### config.mk
export PLATFORM = sky130hd
export DESIGN_NAME = ifec_top
export DESIGN_NICKNAME = d
export VERILOG_FILES = /design/src/ifec_pkg.sv /design/src/ifec_top.sv
export VERILOG_INCLUDE_DIRS = /design/src
export SDC_FILE = /design/constraint.sdc
export NUM_CORES = 1
export LEC_CHECK = 0
export BUFFER_PORTS_ARGS = -buffer_cell sky130_fd_sc_hd__buf_2
export CAP_MARGIN = 20
export CELL_PAD_IN_SITES_DETAIL_PLACEMENT = 1
export CELL_PAD_IN_SITES_GLOBAL_PLACEMENT = 2
export CORE_UTILIZATION = 30
export DETAILED_ROUTE_END_ITERATION = 10
export PLACE_DENSITY = 0.79
export SLEW_MARGIN = 20
export SYNTH_ARGS = -nofsm -noshare
export SYNTH_HDL_FRONTEND = slang
export SYNTH_SLANG_ARGS = --single-unit
export TNS_END_PERCENT = 20
### constraint.sdc
create_clock -name aclk -period 3.1 [get_ports aclk]
set_input_delay 0.31 -clock aclk [delete_from_list [all_inputs] [get_ports aclk]]
set_output_delay 0.31 -clock aclk [all_outputs]
set_load 0.005 [all_outputs]
### src/ifec_defs.svh
`ifndef IFEC_DEFS_SVH
`define IFEC_DEFS_SVH
// ==========================================================================
// Register byte offsets.
`define IFEC_OFS_CTRL2     12'h000
`define IFEC_OFS_FLAG0     12'h040
`define IFEC_OFS_ENAB0     12'h080
`define IFEC_OFS_HOLD      12'h0c0
// ==========================================================================
// Field positions.
`define IFEC_ALT_BIT       15
`define IFEC_HOLD_BIT      14
`define IFEC_EDGE_LSB      0
// ==========================================================================
// Counts and reset values.
`define IFEC_NUM_VEC       118
`define IFEC_NUM_REG       8
`define IFEC_NUM_EXT       5
`define IFEC_TOP_MASK      16'h003f
`define IFEC_RST_16        16'h0000
`endif

### src/ifec_pkg.sv
package ifec_pkg;
	// Response codes of the register bus.
	typedef enum logic [1:0]
	{
		IFEC_OKAY   = 2'b00,
		IFEC_SLVERR = 2'b10
	} ifec_resp_t;

	// Write slot of the bus slave, address and data caught independently.
	typedef struct packed
	{
		logic        aw_ok;
		logic [11:0] awaddr;
		logic        w_ok;
		logic [31:0] wdata;
		logic [3:0]  wstrb;
	} ifec_wslot_t;
endpackage

### src/ifec_top.sv
// Summary of operation
// - Alternate bit selects alternate vector table.
// - Read-only bit shows timed disable active.
// - Per-pin polarity: one falling, zero rising.
// - Flag bit x reports vector 16n+x.
// - Flag registers 0-6 read/write, reset zero.
// - Flag register 7 bits 5-0, rest zero.
// - Enable bit x enables vector 16n+x.
// - Enable registers 0-6 plus register 7.
`timescale 1ns/1ps
`include "ifec_defs.svh"
`default_nettype none
module ifec_top
#(
	parameter int NUM_VEC = `IFEC_NUM_VEC
)
(
	// Clock and reset.
	input  wire logic                  aclk,
	input  wire logic                  aresetn,
	// Write address channel.
	input  wire logic                  s_axi_awvalid,
	output logic                       s_axi_awready,
	input  wire logic [11:0]           s_axi_awaddr,
	// Write data channel.
	input  wire logic                  s_axi_wvalid,
	output logic                       s_axi_wready,
	input  wire logic [31:0]           s_axi_wdata,
	input  wire logic [3:0]            s_axi_wstrb,
	// Write response channel.
	output logic                       s_axi_bvalid,
	input  wire logic                  s_axi_bready,
	output ifec_pkg::ifec_resp_t       s_axi_bresp,
	// Read address channel.
	input  wire logic                  s_axi_arvalid,
	output logic                       s_axi_arready,
	input  wire logic [11:0]           s_axi_araddr,
	// Read data channel.
	output logic                       s_axi_rvalid,
	input  wire logic                  s_axi_rready,
	output logic [31:0]                s_axi_rdata,
	output ifec_pkg::ifec_resp_t       s_axi_rresp,
	// Interrupt sources, one level per vector and five external pins.
	input  wire logic [NUM_VEC-1:0]    src_req,
	input  wire logic [4:0]            ext_irq_pin,
	// Toward the core.
	input  wire logic                  timed_hold_in,
	output logic [NUM_VEC-1:0]         pend_vec,
	output logic                       alt_table_select,
	output logic                       timed_irq_hold_active
);
	import ifec_pkg::*;

	localparam int NREG = `IFEC_NUM_REG;

	// Refuse at elaboration any vector count other than the one that the
	// register map, the read packing and the checks below are laid out for.
	if (NUM_VEC != `IFEC_NUM_VEC)
	begin
		$error("NUM_VEC must equal the implemented vector count.");
	end

	// ======================================================================
	// Register state.
	logic [NUM_VEC-1:0] flag_ff, nxt_flag;
	logic [NUM_VEC-1:0] enab_ff, nxt_enab;
	logic               alt_ff;
	logic [4:0]         edge_sel_ff;
	logic [NUM_VEC-1:0] src_ff;
	logic [4:0]         pin_s1_ff, pin_s2_ff, pin_s3_ff;
	logic [2:0]         warm_ff;
	logic               hold_s1_ff, hold_s2_ff;
	ifec_wslot_t        ws_ff;
	logic               bvalid_ff;
	ifec_resp_t         bresp_ff;
	logic               rvalid_ff;
	logic [31:0]        rdata_ff;
	ifec_resp_t         rresp_ff;

	// Map a byte address to a register group; returns index and hit flag.
	function automatic logic [4:0] dec_addr(input logic [11:0] a, input logic [11:0] base);
		logic [11:0] d;
		d = a - base;
		dec_addr = {((a >= base) && (d[11:2] < 10'(NREG)) && (a[1:0] == 2'b00)), d[5:2]};
	endfunction

	// ======================================================================
	// Write decode. Only the low half-word lanes matter; the registers are 16 bits.
	wire         wr_fire  = ws_ff.aw_ok & ws_ff.w_ok & ~bvalid_ff;
	wire [4:0]   wf_dec   = dec_addr(ws_ff.awaddr, `IFEC_OFS_FLAG0);
	wire [4:0]   we_dec   = dec_addr(ws_ff.awaddr, `IFEC_OFS_ENAB0);
	wire         wr_ctrl  = (ws_ff.awaddr == `IFEC_OFS_CTRL2);
	wire         wr_hold  = (ws_ff.awaddr == `IFEC_OFS_HOLD);
	wire         wr_hit   = wf_dec[4] | we_dec[4] | wr_ctrl | wr_hold;
	wire [15:0]  wmask    = {{8{ws_ff.wstrb[1]}}, {8{ws_ff.wstrb[0]}}};
	wire [15:0]  wval     = ws_ff.wdata[15:0];

	// Edge detectors look at the second and third stages, never the first.
	wire [4:0]   pin_rise = pin_s2_ff & ~pin_s3_ff;
	wire [4:0]   pin_fall = ~pin_s2_ff & pin_s3_ff;
	wire [4:0]   ext_sel  = (edge_sel_ff & pin_fall) | (~edge_sel_ff & pin_rise);
	// The stages leave reset low, so a pin that idles high would look like a
	// rising edge while they fill. Pin events are held off until the third
	// stage carries a real sample; an edge right at reset release is lost.
	wire [4:0]   ext_evt  = warm_ff[2] ? ext_sel : 5'h00;
	wire [NUM_VEC-1:0] src_evt = src_req & ~src_ff;

	// Flag and enable next values. A source event in the same cycle as a
	// software clear wins, so no request is lost.
	always_comb
	begin
		nxt_flag = flag_ff;
		nxt_enab = enab_ff;
		for (int r = 0; r < NREG; r++)
		begin
			for (int b = 0; b < 16; b++)
			begin
				if (r * 16 + b < NUM_VEC)
				begin
					if (wr_fire && wf_dec[4] && wf_dec[3:0] == 4'(r) && wmask[b])
						nxt_flag[r * 16 + b] = wval[b];
					if (wr_fire && we_dec[4] && we_dec[3:0] == 4'(r) && wmask[b])
						nxt_enab[r * 16 + b] = wval[b];
				end
			end
		end
		nxt_flag = nxt_flag | src_evt;
		nxt_flag[4:0] = nxt_flag[4:0] | ext_evt;
	end

	// ======================================================================
	// Source and pin sampling, flags and enables.
	always_ff @(posedge aclk)
	begin
		if (!aresetn)
		begin
			flag_ff     <= '0;
			enab_ff     <= '0;
			src_ff      <= '0;
			pin_s1_ff   <= '0;
			pin_s2_ff   <= '0;
			pin_s3_ff   <= '0;
			warm_ff     <= 3'h0;
			hold_s1_ff  <= 1'b0;
			hold_s2_ff  <= 1'b0;
		end
		else
		begin
			flag_ff     <= nxt_flag;
			enab_ff     <= nxt_enab;
			src_ff      <= src_req;
			pin_s1_ff   <= ext_irq_pin;
			pin_s2_ff   <= pin_s1_ff;
			pin_s3_ff   <= pin_s2_ff;
			warm_ff     <= {warm_ff[1:0], 1'b1};
			hold_s1_ff  <= timed_hold_in;
			hold_s2_ff  <= hold_s1_ff;
		end
	end

	// Control register two: table select and edge polarities.
	always_ff @(posedge aclk)
	begin
		if (!aresetn)
		begin
			alt_ff      <= 1'b0;
			edge_sel_ff <= 5'h00;
		end
		else if (wr_fire && wr_ctrl)
		begin
			if (wmask[`IFEC_ALT_BIT])
				alt_ff <= wval[`IFEC_ALT_BIT];
			if (wmask[0])
				edge_sel_ff <= wval[`IFEC_EDGE_LSB +: 5];
		end
	end

	// ======================================================================
	// Write channels: address and data are taken in either order, one
	// write in flight; the response follows once both are held.
	assign s_axi_awready = ~ws_ff.aw_ok;
	assign s_axi_wready  = ~ws_ff.w_ok;
	assign s_axi_bvalid  = bvalid_ff;
	assign s_axi_bresp   = bresp_ff;

	always_ff @(posedge aclk)
	begin
		if (!aresetn)
		begin
			ws_ff     <= '0;
			bvalid_ff <= 1'b0;
			bresp_ff  <= IFEC_OKAY;
		end
		else
		begin
			if (s_axi_awvalid && !ws_ff.aw_ok)
			begin
				ws_ff.aw_ok  <= 1'b1;
				ws_ff.awaddr <= s_axi_awaddr;
			end
			if (s_axi_wvalid && !ws_ff.w_ok)
			begin
				ws_ff.w_ok  <= 1'b1;
				ws_ff.wdata <= s_axi_wdata;
				ws_ff.wstrb <= s_axi_wstrb;
			end
			if (wr_fire)
			begin
				bvalid_ff <= 1'b1;
				bresp_ff  <= wr_hit ? IFEC_OKAY : IFEC_SLVERR;
			end
			else if (bvalid_ff && s_axi_bready)
			begin
				bvalid_ff   <= 1'b0;
				ws_ff.aw_ok <= 1'b0;
				ws_ff.w_ok  <= 1'b0;
			end
		end
	end

	// ======================================================================
	// Read path. Unimplemented bits and upper lanes read as zero.
	wire [4:0]  rf_dec  = dec_addr(s_axi_araddr, `IFEC_OFS_FLAG0);
	wire [4:0]  re_dec  = dec_addr(s_axi_araddr, `IFEC_OFS_ENAB0);
	wire [127:0] flag_w = 128'(flag_ff);
	wire [127:0] enab_w = 128'(enab_ff);
	wire [15:0] ctrl_rd = {alt_ff, hold_s2_ff, 9'h000, edge_sel_ff};
	wire [15:0] flag_rd = flag_w[rf_dec[3:0] * 16 +: 16];
	wire [15:0] enab_rd = enab_w[re_dec[3:0] * 16 +: 16];
	wire        rd_hit  = rf_dec[4] | re_dec[4] | (s_axi_araddr == `IFEC_OFS_CTRL2);
	wire [15:0] rd_val  = rf_dec[4] ? flag_rd :
	                      re_dec[4] ? enab_rd :
	                      (s_axi_araddr == `IFEC_OFS_CTRL2) ? ctrl_rd : `IFEC_RST_16;

	assign s_axi_arready = ~rvalid_ff;
	assign s_axi_rvalid  = rvalid_ff;
	assign s_axi_rdata   = rdata_ff;
	assign s_axi_rresp   = rresp_ff;

	always_ff @(posedge aclk)
	begin
		if (!aresetn)
		begin
			rvalid_ff <= 1'b0;
			rdata_ff  <= 32'h0000_0000;
			rresp_ff  <= IFEC_OKAY;
		end
		else if (s_axi_arvalid && !rvalid_ff)
		begin
			rvalid_ff <= 1'b1;
			rdata_ff  <= {16'h0000, rd_val};
			rresp_ff  <= rd_hit ? IFEC_OKAY : IFEC_SLVERR;
		end
		else if (rvalid_ff && s_axi_rready)
			rvalid_ff <= 1'b0;
	end

	// ======================================================================
	// Toward the core.
	assign pend_vec              = flag_ff & enab_ff;
	assign alt_table_select      = alt_ff;
	assign timed_irq_hold_active = hold_s2_ff;

	// ======================================================================
	// Checks. Each one watches the vectors, pins and registers that the
	// bench really drives, so that none of them passes merely because its
	// trigger never comes.
	a_pend_gating: assert property (@(posedge aclk) disable iff (!aresetn)
		(!enab_ff[117] && !(wr_fire && we_dec[4])) |=> !pend_vec[117])
		else $error("Disabled vector forwarded.");
	a_src_sets_flag: assert property (@(posedge aclk) disable iff (!aresetn)
		(src_req[117] && !src_ff[117]) |=> flag_ff[117]) else $error("Source edge lost.");
	a_rise_sets_ext: assert property (@(posedge aclk) disable iff (!aresetn)
		(warm_ff[2] && !edge_sel_ff[2] && pin_s2_ff[2] && !pin_s3_ff[2]) |=> flag_ff[2])
		else $error("Rising edge lost.");
	a_fall_sets_ext: assert property (@(posedge aclk) disable iff (!aresetn)
		(warm_ff[2] && edge_sel_ff[2] && !pin_s2_ff[2] && pin_s3_ff[2]) |=> flag_ff[2])
		else $error("Falling edge lost.");
	a_flag_holds: assert property (@(posedge aclk) disable iff (!aresetn)
		(flag_ff[50] && !wr_fire) |=> flag_ff[50]) else $error("Flag dropped.");
	a_alt_output: assert property (@(posedge aclk) disable iff (!aresetn)
		(wr_fire && wr_ctrl && wmask[15]) |=> alt_table_select == $past(wval[15]))
		else $error("Table select not updated.");
	a_hold_follow: assert property (@(posedge aclk) disable iff (!aresetn)
		timed_hold_in [*3] |-> timed_irq_hold_active) else $error("Hold status stale.");
	a_hold_readonly: assert property (@(posedge aclk) disable iff (!aresetn)
		(wr_fire && wr_ctrl) |=> timed_irq_hold_active == $past(hold_s1_ff))
		else $error("Hold status written.");
	a_edge_write: assert property (@(posedge aclk) disable iff (!aresetn)
		(wr_fire && wr_ctrl && wmask[0]) |=> edge_sel_ff == $past(wval[4:0]))
		else $error("Polarity write lost.");
	a_top_zero: assert property (@(posedge aclk) disable iff (!aresetn)
		(s_axi_arvalid && !rvalid_ff && rf_dec[4] && rf_dec[3:0] == 4'd7)
		|=> (s_axi_rdata[15:6] == 10'h000)) else $error("Flag seven upper bits set.");
	a_enab_write: assert property (@(posedge aclk) disable iff (!aresetn)
		(wr_fire && we_dec[4] && we_dec[3:0] == 4'd0 && wmask[0])
		|=> enab_ff[0] == $past(wval[0]))
		else $error("Enable write lost.");
	a_flag_clear: assert property (@(posedge aclk) disable iff (!aresetn)
		(wr_fire && wf_dec[4] && wf_dec[3:0] == 4'd1 && wmask[2] && !wval[2]
		&& !src_evt[18]) |=> !flag_ff[18])
		else $error("Flag clear lost.");
endmodule
`default_nettype wire

==> metrics.yaml <==
run_status:
  outcome: "completed"
detailed_routing:
  vias: 16820
  wl_um: 76450
  drc: 0
  vias_per_cell: 5.056
  ant_nets: 0
  wl_per_cell_um: 22.99
  firstDrtPassIters: 5
  drtIter0Drc: 1065
cts:
  clock_sinks: 432
  cts_buffers: 49
  clkLatencyLatePin_ns: 0.60
  h-tree-depth: 2
  cts_buffer_depth: 3
  cts_tree: "yes"
  post_cts_buffers: 0
  root_buffer: "clkbuf_16"
  clk_pin_slew_ns: 0.06
placed_design:
  placed_area_sq_um: 21280
  place_congestion: 0.9006
  portBuffers: 315
  pre_cts_ws_ns: 0.3494
  hpwl_um: 56300
  place_inst: 3072
yosys:
  netlist_area_sq_um: 18790
  ys_ff_latch: 432
  synthCells: 2007
  yosysWarnings: 0
  yosys.area.top_type: "dfxtp_1"
  yosys-top-cells-area: "dfxtp_1 46%, mux2i_1 13%, and2_1 8.6%"
  synth_seq_area_share: 0.4603
  synth_cell_types: 51
  async_flop_share: 0
  ys.flop_type: "dfxtp_1"
  syn_area_per_cell_sq_um: 9.362
  synth_edf_count: 0
  synth.top_cell.area_share: 0.4603
timing:
  hold_ws_ns: 0.04413
  fmaxAchievable_ghz: 0.3635
  fin_crit_ns: 2.751
  setup_viol: 0
  timing.setup.tns_ns: 0
  hold_violations: 0
  worst_pin_slew_ns: 1.006
  fin_ws_ns: 0.3490
  min_period_over_period: 0.8874
  finalClockSkew_ns: 0.02235
  finalMaxSlewViolations: 0
  slew_headroom: 0.3274
  rsz0062_at_grt: "no"
floorplan:
  fp.dieH_um: 252.3
  dieArea_sq_um: 63640
  io-pin-count: 352
  rows: 91
  start_util: 0.3039
  core_area_sq_um: 61830
  dieWidth_um: 252.3
critical_path:
  startpoint_type: "flip-flop"
  cp-end-kind: "flip-flop"
  ff2ff_path_depth: 8
  critical_path_class: "flip-flop to flip-flop"
  crit_path_max_fanout: 8
  cp.required_ns: 3.61
  crit_arrival_ns: 3.26
grt:
  first_global_vias: 17140
  grt_max_degree: 113
  antenna_found_initial: 8
  grt.total_usage: 0.2355
  grt_overflow_total: 0
  grt_pass1_wl_um: 111800
power:
  vdd_drop_max_mv: 0.4015
  powerDensity_nw_per_um2: 543.5
  power.leakage_uw: 0.01041
final_layout:
  nNetsFinal: 2637
  fin_cells: 3326
  fin_area_sq_um: 24530
  drive_gt1_frac: 0.2027
  syn_to_final_growth_pct: 30.53
job:
  drv_cap: 0
worst_hold_path:
  hold_class: "input pin to flip-flop"
  hold_depth: 2
-- cell type report --
class                   instances  area, sq um
fillers                      7040        37300
multi-input cells            1364         9300
flip-flops and latches        432         8648
repair buffers                519         3557
clock buffers                  67         1384
well taps                     837         1047
inverters                      76        287.8
clock inverters                23        281.5
diodes                          8        20.02
-- synth_stat cells (2+ instances only) --
cell / number
a21oi_1: 167
a22o_1: 7
a22oi_1: 22
a311oi_1: 2
a31oi_1: 7
a32oi_1: 59
and2_1: 257
and3_1: 3
buf_1: 14
buf_2: 8
buf_4: 18
clkbuf_1: 111
dfxtp_1: 432
ha_1: 4
inv_1: 75
mux2_2: 10
mux2i_1: 238
mux4_2: 22
nand2_1: 235
nand2b_1: 62
nand3_1: 10
nand3b_1: 5
nand4_1: 12
nor2_1: 31
nor2_2: 8
nor2_8: 7
nor2b_1: 17
nor3_1: 7
nor4_1: 2
nor4_2: 3
o211ai_1: 15
o21a_1: 9
o21ai_0: 80
o221ai_1: 14
o22ai_1: 9
or2_2: 2
or3b_1: 2
or4_1: 5
xnor2_1: 2
xor2_1: 3
-- layer usage --
metal	vias up	part of all wire	GRT usage
met5	-	0.00017	0
met1	8402	0.46	0.3329
met2	538	0.45	0.3630
met3	106	0.059	0.03749
li1	7769	-	-
met4	2	0.028	0.07844
-- registers in the layout (all words and copies together), names as in the netlist --
signal and flops:
alt_table_select 1, edge_sel_ff 5, enab_ff 118, flag_ff 118, hold_s1_ff 1, pin_s1_ff 5, pin_s2_ff 5, pin_s3_ff 5
s_axi_bresp 1, s_axi_bvalid 1, s_axi_rdata 16, s_axi_rresp 1, s_axi_rvalid 1, src_ff 118, timed_irq_hold_active 1, warm_ff 3
wmask 2, ws_ff 30
-- critical path, stage by stage (launching register included) --
cell and delay (ns):
dfxtp_1 0.37, inv_1 0.08, ha_1 0.27, or4b_4 0.47, nor4b_4 0.37, or3b_1 0.43
buf_4 0.21, nor2_8 0.22, mux2i_1 0.24
-- path summary, 6_finish.rpt --
kind	from	end	slack (ns)
min	src_req[22]	src_ff[22]	0.04
min reg2reg	pin_s1_ff[2]	pin_s2_ff[2]	0.44
max	ws_ff[45]	enab_ff[109]	0.35
max reg2reg	ws_ff[45]	enab_ff[109]	0.35
-- kinds of logic (layout without fill, tap and decap cells) --
family | count (synthesis) | count (layout) | synth area share
AND/OR/NAND/NOR | 672 | 672 | 0.1958
other | 1 | 26 | 0.0001996
multiplexers | 270 | 270 | 0.1592
buffers and inverters | 228 | 685 | 0.05008
flip-flops | 432 | 432 | 0.4603
adder cells (fa/ha/maj) | 4 | 4 | 0.002664
XOR/XNOR | 5 | 5 | 0.002331
AO/OA/AOI/OAI | 395 | 395 | 0.1295
-- what timing repair did --
item | in CTS | in global routing
hold buffers | 156 | 0
endpoints found under the hold margin | 214 | 0
gates resized for setup | 0 | 0
endpoints found under the setup margin | 0 | 0
-- report_power, final --
part	total [uW]	switching [uW]	internal, uW
Clock	6040	2480	3560
Combinational	1200	653	547
Sequential	6090	287	5800
Total	13300	3420	9910
-- layout by cell type (no fill, tap or decap), drive strengths merged, types with 46 or more instances in the layout --
cell	instances
a21oi	167
a32oi	59
and2	257
buf	363
clkbuf	67
dfxtp	432
dlygate4sd3	156
inv	79
mux2i	238
nand2	235
nand2b	62
nor2	46
o21ai	80
-- stage by stage --
step / total power, uW / utilization
finish: 13330 / 0.3967
global route: 13800 / 0.3965
detailed placement: 7214 / 0.3442
floorplan: 6694 / -
CTS: 13400 / 0.3964
global placement: 7171 / 0.3441
Power figures use the tool's default switching activity.
